**src/pwr_cfg.svh**
```systemverilog
// constants for the energy mode power domain controller
`ifndef PWR_CFG_SVH
`define PWR_CFG_SVH
// =====================================================================
// register byte offsets
`define REG_SCALE_RUN     8'h00
`define REG_SCALE_LOW     8'h04
`define REG_STATUS        8'h08
`define REG_IRQ_FLAGS     8'h0C
`define REG_IRQ_MASK      8'h10
`define REG_BUCK_CTRL     8'h14
// =====================================================================
// reset values and field positions
`define SCALE_RUN_RST     2'h2
`define SCALE_LOW_RST     2'h2
`define IRQ_MASK_RST      2'h0
`define IRQ_LOW_SUPPLY    0
`define IRQ_SOFT_DONE     1
`define BUCK_BYPASS_BIT   0
// =====================================================================
// soft switching ramp: step time and step count
`define SOFT_STEP_NS      100
`define SOFT_STEP_CYC     ((`SOFT_STEP_NS + 9) / 10)
`define SOFT_LEVEL_MAX    8'hFF
`endif

```
**src/pwr_pkg.sv**
```systemverilog
// types for the energy mode power domain controller
package pwr_pkg;
    typedef enum logic [2:0] {
        active_mode     = 3'h0,
        sleep_mode      = 3'h1,
        deep_sleep_mode = 3'h2,
        stop_mode       = 3'h3,
        shutoff_mode    = 3'h4
    } energy_mode_t;
    typedef enum logic [1:0] {
        scale_level_low  = 2'h0,
        scale_level_mid  = 2'h1,
        scale_level_high = 2'h2
    } scale_level_t;
    typedef enum logic [3:0] {
        buck_boot      = 4'h1,
        buck_regulate  = 4'h2,
        buck_ramp_down = 4'h4,
        buck_bypass    = 4'h8
    } buck_state_t;
endpackage
```
**src/energy_mode_power_domain_ctrl.sv**
```systemverilog
// energy mode power domain controller with wishbone registers
// What this block does
// - keep separate scaling choices for active/sleep and for deep sleep/stop.
// - active/sleep scaling resets to the highest level.
// - lowest scaling accepted only for the deep sleep/stop choice.
// - regulator target follows the scaling choice of the current mode by itself.
// - low buck input supply sets a sticky flag raising an interrupt.
// - buck ramps gradually at boot and when going into bypass.
// - domain power switching is done here, no software sequencing needed.
// - always-on domain powered in every mode including shutoff.
// - shutoff removes power from base and all auxiliary low-power domains.
// - base low-power domain powered in active, sleep, deep sleep, stop.
// - in deep sleep/stop each of the first three auxiliary domains is on only if its peripherals are.
// - fourth auxiliary domain on whenever any of the first three is used.
// - active domain always powered in active and sleep.
// - active domain off in deep sleep, stop and shutoff.
// - peripherals on no low-power domain count as active-domain peripherals.
// - in deep sleep/stop only ports A and B keep digital pin functions.
`timescale 1ns/100ps
`include "pwr_cfg.svh"

module energy_mode_power_domain_ctrl
    import pwr_pkg::*;
(
    input  wire logic        i_ref_clk,
    input  wire logic        i_rstn,
    input  wire logic        i_clk_en,
    input  wire logic [2:0]  i_energy_mode,
    input  wire logic [3:0]  i_aux_periph_en,
    input  wire logic        i_buck_low_supply,
    input  wire logic        i_wb_cyc,
    input  wire logic        i_wb_stb,
    input  wire logic        i_wb_we,
    input  wire logic [7:0]  i_wb_adr,
    input  wire logic [3:0]  i_wb_sel,
    input  wire logic [31:0] i_wb_dat,
    output logic      [31:0] o_wb_dat,
    output logic             o_wb_ack,
    output logic      [1:0]  o_scale_target,
    output logic             o_always_on_domain_en,
    output logic             o_base_low_power_domain_en,
    output logic      [3:0]  o_aux_domain_en,
    output logic             o_active_domain_en,
    output logic             o_ports_cd_en,
    output logic             o_buck_bypass,
    output logic      [7:0]  o_buck_soft_level,
    output logic             o_irq
);
    // =================================================================
    // reset release and input synchronisers
    logic [1:0] rst_sync_r;
    logic       rst_n;
    always_ff @(posedge i_ref_clk or negedge i_rstn) begin
        if (!i_rstn) begin
            rst_sync_r <= 2'h0;
        end else begin
            rst_sync_r <= {rst_sync_r[0], 1'b1};
        end
    end
    assign rst_n = rst_sync_r[1];

    // mode and enables arrive from the sequencer domain pins
    logic [2:0] mode_s1_r;
    logic [2:0] mode_s2_r;
    logic [3:0] pen_s1_r;
    logic [3:0] pen_s2_r;
    logic       low_s1_r;
    logic       low_s2_r;
    always_ff @(posedge i_ref_clk or negedge rst_n) begin
        if (!rst_n) begin
            mode_s1_r <= 3'h0;
            mode_s2_r <= 3'h0;
            pen_s1_r  <= 4'h0;
            pen_s2_r  <= 4'h0;
            low_s1_r  <= 1'b0;
            low_s2_r  <= 1'b0;
        end else if (i_clk_en) begin
            mode_s1_r <= i_energy_mode;
            mode_s2_r <= mode_s1_r;
            pen_s1_r  <= i_aux_periph_en;
            pen_s2_r  <= pen_s1_r;
            low_s1_r  <= i_buck_low_supply;
            low_s2_r  <= low_s1_r;
        end
    end

    // =================================================================
    // mode filter: a code is taken only after two equal samples, so a
    // code caught between its bit changes never reaches a domain switch
    logic [2:0] mode_s3_r;
    logic [2:0] mode_q_r;
    always_ff @(posedge i_ref_clk or negedge rst_n) begin
        if (!rst_n) begin
            mode_s3_r <= 3'h0;
            mode_q_r  <= 3'h0;
        end else if (i_clk_en) begin
            mode_s3_r <= mode_s2_r;
            if (mode_s2_r == mode_s3_r) begin
                mode_q_r <= mode_s3_r;
            end
        end
    end

    // =================================================================
    // mode decode
    energy_mode_t mode;
    logic         run_mode;
    logic         low_mode;
    always_comb begin
        unique case (mode_q_r)
            3'h1:    mode = sleep_mode;
            3'h2:    mode = deep_sleep_mode;
            3'h3:    mode = stop_mode;
            3'h4:    mode = shutoff_mode;
            default: mode = active_mode;
        endcase
    end
    assign run_mode = (mode == active_mode) || (mode == sleep_mode);
    assign low_mode = (mode == deep_sleep_mode) || (mode == stop_mode);

    // =================================================================
    // wishbone slave: one-cycle ack, dropped the cycle after
    logic        wb_req;
    logic        wb_wr;
    logic [1:0]  scale_run_r;
    logic [1:0]  scale_low_r;
    logic [1:0]  irq_flags_r;
    logic [1:0]  irq_mask_r;
    logic        bypass_req_r;
    buck_state_t buck_r;
    assign wb_req = i_wb_cyc && i_wb_stb && !o_wb_ack;
    assign wb_wr  = wb_req && i_wb_we && i_wb_sel[0];

    always_ff @(posedge i_ref_clk or negedge rst_n) begin
        if (!rst_n) begin
            o_wb_ack <= 1'b0;
            o_wb_dat <= 32'h0;
        end else if (i_clk_en) begin
            o_wb_ack <= wb_req;
            if (wb_req && !i_wb_we) begin
                case (i_wb_adr)
                    `REG_SCALE_RUN: o_wb_dat <= {30'h0, scale_run_r};
                    `REG_SCALE_LOW: o_wb_dat <= {30'h0, scale_low_r};
                    `REG_STATUS:    o_wb_dat <= {24'h0, buck_r, 1'b0, mode_q_r};
                    `REG_IRQ_FLAGS: o_wb_dat <= {30'h0, irq_flags_r};
                    `REG_IRQ_MASK:  o_wb_dat <= {30'h0, irq_mask_r};
                    `REG_BUCK_CTRL: o_wb_dat <= {31'h0, bypass_req_r};
                    default:        o_wb_dat <= 32'h0;
                endcase
            end
        end
    end

    // =================================================================
    // scaling selections
    always_ff @(posedge i_ref_clk or negedge rst_n) begin
        if (!rst_n) begin
            scale_run_r <= `SCALE_RUN_RST;
            scale_low_r <= `SCALE_LOW_RST;
        end else if (i_clk_en && wb_wr) begin
            // run choice refuses the lowest level and unused codes
            if (i_wb_adr == `REG_SCALE_RUN &&
                (i_wb_dat[1:0] == scale_level_mid || i_wb_dat[1:0] == scale_level_high)) begin
                scale_run_r <= i_wb_dat[1:0];
            end
            if (i_wb_adr == `REG_SCALE_LOW && i_wb_dat[1:0] != 2'h3) begin
                scale_low_r <= i_wb_dat[1:0];
            end
        end
    end

    // software must keep the core clock at 40 MHz or less on mid level
    always_ff @(posedge i_ref_clk or negedge rst_n) begin
        if (!rst_n) begin
            o_scale_target <= `SCALE_RUN_RST;
        end else if (i_clk_en) begin
            o_scale_target <= low_mode ? scale_low_r : scale_run_r;
        end
    end

    // =================================================================
    // domain switching, recomputed every cycle; a mode change acts one cycle after the filter takes it
    // aux enables are independent bits, so each one is synchronised on its own
    logic [2:0] aux_used;
    assign aux_used = low_mode ? pen_s2_r[2:0] : (run_mode ? 3'h7 : 3'h0);
    always_ff @(posedge i_ref_clk or negedge rst_n) begin
        if (!rst_n) begin
            o_always_on_domain_en      <= 1'b1;
            o_base_low_power_domain_en <= 1'b1;
            o_aux_domain_en            <= 4'hF;
            o_active_domain_en         <= 1'b1;
            o_ports_cd_en              <= 1'b1;
        end else if (i_clk_en) begin
            o_always_on_domain_en      <= 1'b1;
            o_base_low_power_domain_en <= run_mode || low_mode;
            o_aux_domain_en[2:0]       <= aux_used;
            o_aux_domain_en[3]         <= (|aux_used) || run_mode ||
                                          (low_mode && pen_s2_r[3]);
            // unlisted peripherals live here, so they follow this enable
            o_active_domain_en         <= run_mode;
            o_ports_cd_en              <= run_mode;
        end
    end

    // =================================================================
    // buck converter soft switching
    logic [7:0] step_cnt_r;
    logic       step_tick;
    logic       soft_done;
    assign step_tick = (step_cnt_r == 8'(`SOFT_STEP_CYC - 1));
    always_ff @(posedge i_ref_clk or negedge rst_n) begin
        if (!rst_n) begin
            bypass_req_r <= 1'b0;
        end else if (i_clk_en && wb_wr && i_wb_adr == `REG_BUCK_CTRL) begin
            bypass_req_r <= i_wb_dat[`BUCK_BYPASS_BIT];
        end
    end
    // free-running tick: a ramp may start mid-step, so its first step can come early
    always_ff @(posedge i_ref_clk or negedge rst_n) begin
        if (!rst_n) begin
            step_cnt_r <= 8'h0;
        end else if (i_clk_en) begin
            step_cnt_r <= step_tick ? 8'h0 : step_cnt_r + 8'h1;
        end
    end
    // boot ramps up; into bypass ramps down; leaving bypass restarts the boot ramp
    always_ff @(posedge i_ref_clk or negedge rst_n) begin
        if (!rst_n) begin
            buck_r            <= buck_boot;
            o_buck_soft_level <= 8'h0;
            o_buck_bypass     <= 1'b0;
        end else if (i_clk_en) begin
            unique case (buck_r)
                buck_boot: begin
                    if (step_tick) begin
                        o_buck_soft_level <= o_buck_soft_level + 8'h1;
                        if (o_buck_soft_level == `SOFT_LEVEL_MAX - 8'h1) begin
                            buck_r <= buck_regulate;
                        end
                    end
                end
                buck_regulate: begin
                    if (bypass_req_r) begin
                        buck_r <= buck_ramp_down;
                    end
                end
                buck_ramp_down: begin
                    if (step_tick) begin
                        o_buck_soft_level <= o_buck_soft_level - 8'h1;
                        if (o_buck_soft_level == 8'h1) begin
                            buck_r        <= buck_bypass;
                            o_buck_bypass <= 1'b1;
                        end
                    end
                end
                buck_bypass: begin
                    if (!bypass_req_r) begin
                        buck_r        <= buck_boot;
                        o_buck_bypass <= 1'b0;
                    end
                end
                default: buck_r <= buck_boot;
            endcase
        end
    end
    assign soft_done = (buck_r == buck_ramp_down) && step_tick &&
                       (o_buck_soft_level == 8'h1);

    // =================================================================
    // interrupts: set wins over write-one-to-clear
    logic low_prev_r;
    logic low_rise;
    assign low_rise = low_s2_r && !low_prev_r;
    always_ff @(posedge i_ref_clk or negedge rst_n) begin
        if (!rst_n) begin
            low_prev_r  <= 1'b0;
            irq_flags_r <= 2'h0;
            irq_mask_r  <= `IRQ_MASK_RST;
            o_irq       <= 1'b0;
        end else if (i_clk_en) begin
            low_prev_r <= low_s2_r;
            if (wb_wr && i_wb_adr == `REG_IRQ_MASK) begin
                irq_mask_r <= i_wb_dat[1:0];
            end
            irq_flags_r <= (irq_flags_r &
                            ~((wb_wr && i_wb_adr == `REG_IRQ_FLAGS) ? i_wb_dat[1:0] : 2'h0))
                           | {soft_done, low_rise};
            o_irq <= |(irq_flags_r & irq_mask_r);
        end
    end

    // =================================================================
    // checks: domain switching
    a_shutoff_domains: assert property (@(posedge i_ref_clk) disable iff (!rst_n)
        (i_clk_en && mode == shutoff_mode) |=>
        (!o_base_low_power_domain_en && o_aux_domain_en == 4'h0))
        else $error("shutoff left a low-power domain on");
    a_always_on_held: assert property (@(posedge i_ref_clk) disable iff (!rst_n)
        o_always_on_domain_en)
        else $error("always-on domain dropped");
    a_base_on_run: assert property (@(posedge i_ref_clk) disable iff (!rst_n)
        (i_clk_en && (run_mode || low_mode)) |=> o_base_low_power_domain_en)
        else $error("base domain off in a live mode");
    a_aux_follow_en: assert property (@(posedge i_ref_clk) disable iff (!rst_n)
        (i_clk_en && low_mode) |=> (o_aux_domain_en[2:0] == $past(pen_s2_r[2:0])))
        else $error("aux domain not following enables");
    a_aux_four_tied: assert property (@(posedge i_ref_clk) disable iff (!rst_n)
        (i_clk_en && |aux_used) |=> o_aux_domain_en[3])
        else $error("fourth aux domain off while others used");
    a_aux_run_on: assert property (@(posedge i_ref_clk) disable iff (!rst_n)
        (i_clk_en && run_mode) |=> (o_aux_domain_en == 4'hF))
        else $error("aux domain off in a run mode");
    a_active_dom_mode: assert property (@(posedge i_ref_clk) disable iff (!rst_n)
        i_clk_en |=> (o_active_domain_en == $past(run_mode)))
        else $error("active domain wrong for mode");
    a_ports_gate: assert property (@(posedge i_ref_clk) disable iff (!rst_n)
        (i_clk_en && low_mode) |=> !o_ports_cd_en)
        else $error("ports beyond A and B live in low mode");
    a_ports_run: assert property (@(posedge i_ref_clk) disable iff (!rst_n)
        (i_clk_en && run_mode) |=> o_ports_cd_en)
        else $error("ports beyond A and B dead in a run mode");
    a_mode_glitch_free: assert property (@(posedge i_ref_clk) disable iff (!rst_n)
        $changed(mode_q_r) |-> $past(mode_s2_r == mode_s3_r))
        else $error("mode taken from a single sample");

    // checks: scaling
    a_scale_follow: assert property (@(posedge i_ref_clk) disable iff (!rst_n)
        (i_clk_en && low_mode) |=> (o_scale_target == $past(scale_low_r)))
        else $error("scale target not the low-mode choice");
    a_scale_run_follow: assert property (@(posedge i_ref_clk) disable iff (!rst_n)
        (i_clk_en && !low_mode) |=> (o_scale_target == $past(scale_run_r)))
        else $error("scale target not the run choice");
    a_run_no_low: assert property (@(posedge i_ref_clk) disable iff (!rst_n)
        scale_run_r != scale_level_low)
        else $error("run scaling at lowest level");
    a_low_no_three: assert property (@(posedge i_ref_clk) disable iff (!rst_n)
        scale_low_r != 2'h3)
        else $error("low scaling holds an unused code");

    // checks: bus, interrupts and buck
    a_ack_pulse: assert property (@(posedge i_ref_clk) disable iff (!rst_n)
        (i_clk_en && o_wb_ack) |=> !o_wb_ack)
        else $error("bus ack held longer than one cycle");
    a_low_flag_set: assert property (@(posedge i_ref_clk) disable iff (!rst_n)
        (i_clk_en && low_rise) |=> irq_flags_r[`IRQ_LOW_SUPPLY])
        else $error("low supply flag not set");
    a_irq_level: assert property (@(posedge i_ref_clk) disable iff (!rst_n)
        i_clk_en |=> (o_irq == $past(|(irq_flags_r & irq_mask_r))))
        else $error("interrupt output not the masked flags");
    a_bypass_soft: assert property (@(posedge i_ref_clk) disable iff (!rst_n)
        $rose(o_buck_bypass) |-> (o_buck_soft_level == 8'h0))
        else $error("bypass entered before ramp finished");
    a_ramp_one_step: assert property (@(posedge i_ref_clk) disable iff (!rst_n)
        (i_clk_en && !step_tick) |=> $stable(o_buck_soft_level))
        else $error("soft level moved between ramp steps");
    a_clk_en_freeze: assert property (@(posedge i_ref_clk) disable iff (!rst_n)
        !i_clk_en |=> ($stable(o_aux_domain_en) && $stable(o_scale_target) &&
                       $stable(o_buck_soft_level) && $stable(o_irq)))
        else $error("state moved while the clock enable was low");

    // cover points
    c_shutoff: cover property (@(posedge i_ref_clk) disable iff (!rst_n)
        mode == shutoff_mode);
    c_low_aux: cover property (@(posedge i_ref_clk) disable iff (!rst_n)
        low_mode && o_aux_domain_en[3]);
    c_bypass: cover property (@(posedge i_ref_clk) disable iff (!rst_n)
        $rose(o_buck_bypass));
    c_irq: cover property (@(posedge i_ref_clk) disable iff (!rst_n)
        $rose(o_irq));
    c_clk_en_stall: cover property (@(posedge i_ref_clk) disable iff (!rst_n)
        !i_clk_en ##1 i_clk_en);
endmodule

```
**config.mk**
```make
export PLATFORM = sky130hd
export DESIGN_NAME = energy_mode_power_domain_ctrl
export DESIGN_NICKNAME = d
export VERILOG_FILES = /design/src/pwr_pkg.sv /design/src/energy_mode_power_domain_ctrl.sv
export VERILOG_INCLUDE_DIRS = /design/src
export SDC_FILE = /design/constraint.sdc
export NUM_CORES = 1
export LEC_CHECK = 0
export BUFFER_PORTS_ARGS = -buffer_cell sky130_fd_sc_hd__buf_2
export CAP_MARGIN = 10
export CORE_MARGIN = 8
export CORE_UTILIZATION = 45
export DETAILED_ROUTE_END_ITERATION = 7
export GPL_ROUTABILITY_DRIVEN = 0
export GPL_TIMING_DRIVEN = 0
export PLACE_DENSITY = 0.82
export SETUP_SLACK_MARGIN = 0.3
export SLEW_MARGIN = 20
export SYNTH_ARGS = -nofsm -noshare
export SYNTH_HDL_FRONTEND = slang
export SYNTH_SLANG_ARGS = --single-unit
```
**constraint.sdc**
```tcl
create_clock -name i_ref_clk -period 6.5 [get_ports i_ref_clk]
set_input_delay 1.625 -clock i_ref_clk [delete_from_list [all_inputs] [get_ports i_ref_clk]]
set_output_delay 1.625 -clock i_ref_clk [all_outputs]
set_load 0.02 [all_outputs]
```
* Word level (Yosys, flattened, before mapping)
Index checks and enable logic that the tools add are counted.
Cells by class: mux-type cells 21, $add $sub $neg 3, equal/unequal tests 29, reductions and logical operators 38, $mul 0, div/mod/pow operators 0, shift-type cells 0, order comparisons 0, bitwise operators 4
Operators with widths (number):
- $pmux W8 S6 | 1
- $eq A8 B4 Y1 const B | 3
- $mux W4 | 6
- $mux W8 | 3
- $add A8 B1 Y8 const B | 2
- $eq A8 B5 Y1 const B | 2
- $pmux W4 S4 | 1
- $pmux W8 S2 | 1
- $logic_and A1 B1 Y1 | 15
- $ne A2 B2 Y1 const B | 7
- $eq A3 B2 Y1 const B | 4
- $pmux W3 S4 | 1
- $reduce_and A2 Y1 | 5
- $eq A8 B1 Y1 const B | 1
- $eq A8 B3 Y1 const B | 1
- $eq A8 B8 Y1 const B | 1
- $logic_not A8 Y1 | 1
- $sub A8 B1 Y8 const B | 1
- $reduce_and A7 Y1 | 1
- $eq A3 B1 Y1 const B | 2
- $logic_or A1 B1 Y1 | 6
- $mux W3 | 2
- $reduce_and A5 Y1 | 1
- $and A2 B2 Y2 | 2
- 19 further kinds | 25
Word-level totals: logic and storage cells 121, bits in writable memories 0, register bits after elaboration 97, memories kept 0, memory bits (read-only) 0, bits in latches 0

* Logic depth before layout (Yosys ltp)
depth in word-level cells 9, depth in mapped cells 8

* Worst setup path before layout
No wires, ideal clock.
kind in2reg, start input i_wb_adr[7], end register scale_low_r[0], arrival 3.039 ns, stages 5, setup slack 3.336 ns, setup time 0.125 ns, cells stage by stage or3_1 > nor3_2 > nand2_1 > nor4b_1 > mux2_2
On the way: word-level cells in the longest chain between the ends 3
Ends and longest elaborated chain:
- start, declared | RTL line energy_mode_power_domain_ctrl.sv:34 | input wire logic [7:0] i_wb_adr,
- $eq A8 B3 Y1
- $logic_and A1 B1 Y1 | RTL line energy_mode_power_domain_ctrl.sv:166 | if (i_wb_adr == `REG_SCALE_LOW && i_wb_dat[1:0] != 2'h3) begin
- $reduce_and A2 Y1 (no source line)
- end signal, assigned | RTL line energy_mode_power_domain_ctrl.sv:159 | scale_low_r <= `SCALE_LOW_RST;
- end signal, assigned | RTL line energy_mode_power_domain_ctrl.sv:167 | scale_low_r <= i_wb_dat[1:0];
- end, declared | RTL line energy_mode_power_domain_ctrl.sv:126 | logic [1:0] scale_low_r;
No other way between the ends. A chain may end at the register's enable or synchronous reset.

* Final worst setup path
Same ends and word-level chain as after synthesis.

==> metrics.txt <==
Post-CTS Hold Buffers=0; critical path cell sequence=buf_2, or3_1, nor3_2, nand2_1, nor4b_1, mux2_2; IO Pins=111; commonest non-fill, non-tap cell in the layout=dfrtp_1; Crit Path Category=primary input to register; maxcap violations=0; post-CTS resize count=0; total congestion overflow=0; Req. time, crit path=6.74 ns; H-tree levels=3; Top FF cell, synth=dfrtp_1; Period minus WS final=3.06 ns; Final period util=47.0%; post-CTS setup buffers=0; commonest non-fill, non-tap cells in the layout=61 x dfrtp_1, 51 x buf_2, 30 x mux2_2; root buf cell=clkbuf_8; min-delay worst type=register to async pin; Yosys cell types=54; vias per cell=5.13; Place WS=3.08 ns; EDFF count, synth=0; Crit path buffers/inverters=1; FF+latch count, synth=72; Critical Path AT=3.30 ns; Top delay family on crit path=simple AND/OR/NAND/NOR gates; Final Hold Viols=0; Post-Syn Instances=324; CTS tree=built; Max Slew Vio Count=0; vias=2,659; Pwr Density=303 nW/µm²; die width=106 µm; endpoints failing setup=0; core area=7770 µm²; first-pass GRT wire length=13,100 µm; largest net degree at the start of global routing=54; Max stage delay cell, worst path=nor4b_1; pin slew with the least headroom to its limit=0.732 ns; final hold slack=0.202 ns; Worst Skew=0.00770 ns; setup total negative slack=0 ns; DP Wirelength=5820 µm; initial core utilization=46.6%; post-route ant nets=0; unrepaired setup endpoints after global routing=false; fraction of layout cells with a size suffix above 1=35.6%; final wirelength=7690 µm; VDD IR-drop max=0.241 mV; num rows=32; Yosys warnings=0; DR pass1 iterations=4; Async SR Flop Fraction=100%; Die Area=11,200 µm²; fin nets=476; fmax=327 MHz; IO buf count=50; routed len/inst=14.8 µm; Slew headroom=51.1%; Chip Height=106 µm; clk slew on worst S/H paths=0.08 ns; mapped cell area=3620 µm²; Num CTS Buffers=9; GRT Overall Usage=14.3%; Ant. Diodes=0; Critical Path Fanout Max=4; number of global-route vias before repair=2,701; Layout area overhead=20.0%; DRC=0; slowest cell delay on critical path=0.43 ns; clk_lat worst skew=0.35 ns; Iter 0 DRT Violations=87; Layout Utilization=55.9%; Syn Area/Cell=11.2 µm²; TritonCTS Sinks=72; CP Launch Type=primary input; critical path endpoint category=register; P_leak=2.08 nW; setup ws final=3.44 ns; status=complete, no violations; register area share after synthesis=50.2%; CTS max path bufs=2; initial antenna violation count=0
cell type report:
| cell class | count | area, µm² |
|---|---|---|
| Timing Repair Buffer | 51 | 278 |
| Fill cell | 682 | 3430 |
| Clock inverter | 4 | 76.3 |
| Multi-Input combinational cell | 222 | 1580 |
| Inverter | 14 | 52.6 |
| Buffer | 41 | 264 |
| Sequential cell | 72 | 1820 |
| Clock buffer | 12 | 145 |
| Tap cell | 102 | 128 |
cell usage after synthesis (all sizes together) (4+ instances only):
cell    number  area [µm²]
dfrtp       62        1550
buf         31         226
mux2        30         338
nand2       20        75.1
nor2        16        60.1
inv         14        52.6
o21ai       13        65.1
clkbuf      10        37.5
dfstp       10         263
xor2        10        87.6
nand4        9        56.3
a21oi        8        40.0
nand3        8        40.0
a22o         7        62.6
ha           7        87.6
xnor2        6        52.6
nor3         5        30.0
nor4b        5        62.6
a22oi        4        30.0
mux2i        4        40.0
nor3b        4        30.0
nor4         4        25.0
o211ai       4        30.0
cells by family after synthesis:
logic type               share of synthesized area (%)
AND/OR/NAND/NOR                                   13.6
adder cells (fa/ha/maj)                           2.42
buffers and inverters                             8.75
XOR/XNOR                                          3.87
other                                            0.208
flip-flops                                        50.2
multiplexers                                      11.1
AO/OA/AOI/OAI                                     9.96
per-stage QoR:
step           cells  power, W  instance area [µm²]
5_1_grt          518   0.00139                 4340
3_5_place_dp     502  0.000923                 4120
2_1_floorplan    349  0.000822                 3710
3_3_place_gp     501  0.000901                 4090
6_report         518   0.00131                 4340
4_1_cts          518   0.00132                 4340
worst paths after layout:
kind / from / to / slack (ns) / cells after the start
setup / recovery: i_wb_adr[7] / scale_low_r[0] / 3.44 / 6
hold / removal: rst_sync_r[1] / mode_s2_r[0] / 0.20 / 0
setup reg to reg: o_buck_soft_level[1] / buck_r[0] / 4.31 / 7
hold reg to reg: rst_sync_r[1] / mode_s2_r[0] / 0.20 / 0
max in group asynchronous: i_rstn / rst_sync_r[1] / 5.35 / 1
min in group i_ref_clk: rst_sync_r[0] / rst_sync_r[1] / 0.36 / 0
sequential cells by signal, summed over array words and instances (netlist names), 4 cells and up:
signal / flops
buck_r: 4
o_aux_domain_en: 4
o_buck_soft_level: 8
o_wb_dat: 7
pen_s1_r: 4
pen_s2_r: 4
step_cnt_r: 8
routing by layer:
layer | GRT usage, % | up-vias | part of all wire, %
met5 | 0 | - | 0
met4 | 7.94 | 0 | 2.6
met3 | 5.24 | 15 | 9.3
met2 | 21.6 | 100 | 45
met1 | 17.5 | 1273 | 43
li1 | - | 1271 | -
where the power goes:
group          total (W)  switching (W)  internal [W]  leakage [nW]
clock           0.000399       0.000170      0.000228         0.107
sequential      0.000601      0.0000736      0.000528         0.888
combinational   0.000313       0.000181      0.000133          1.09
No activity file was read; power rests on OpenSTA's default activity.
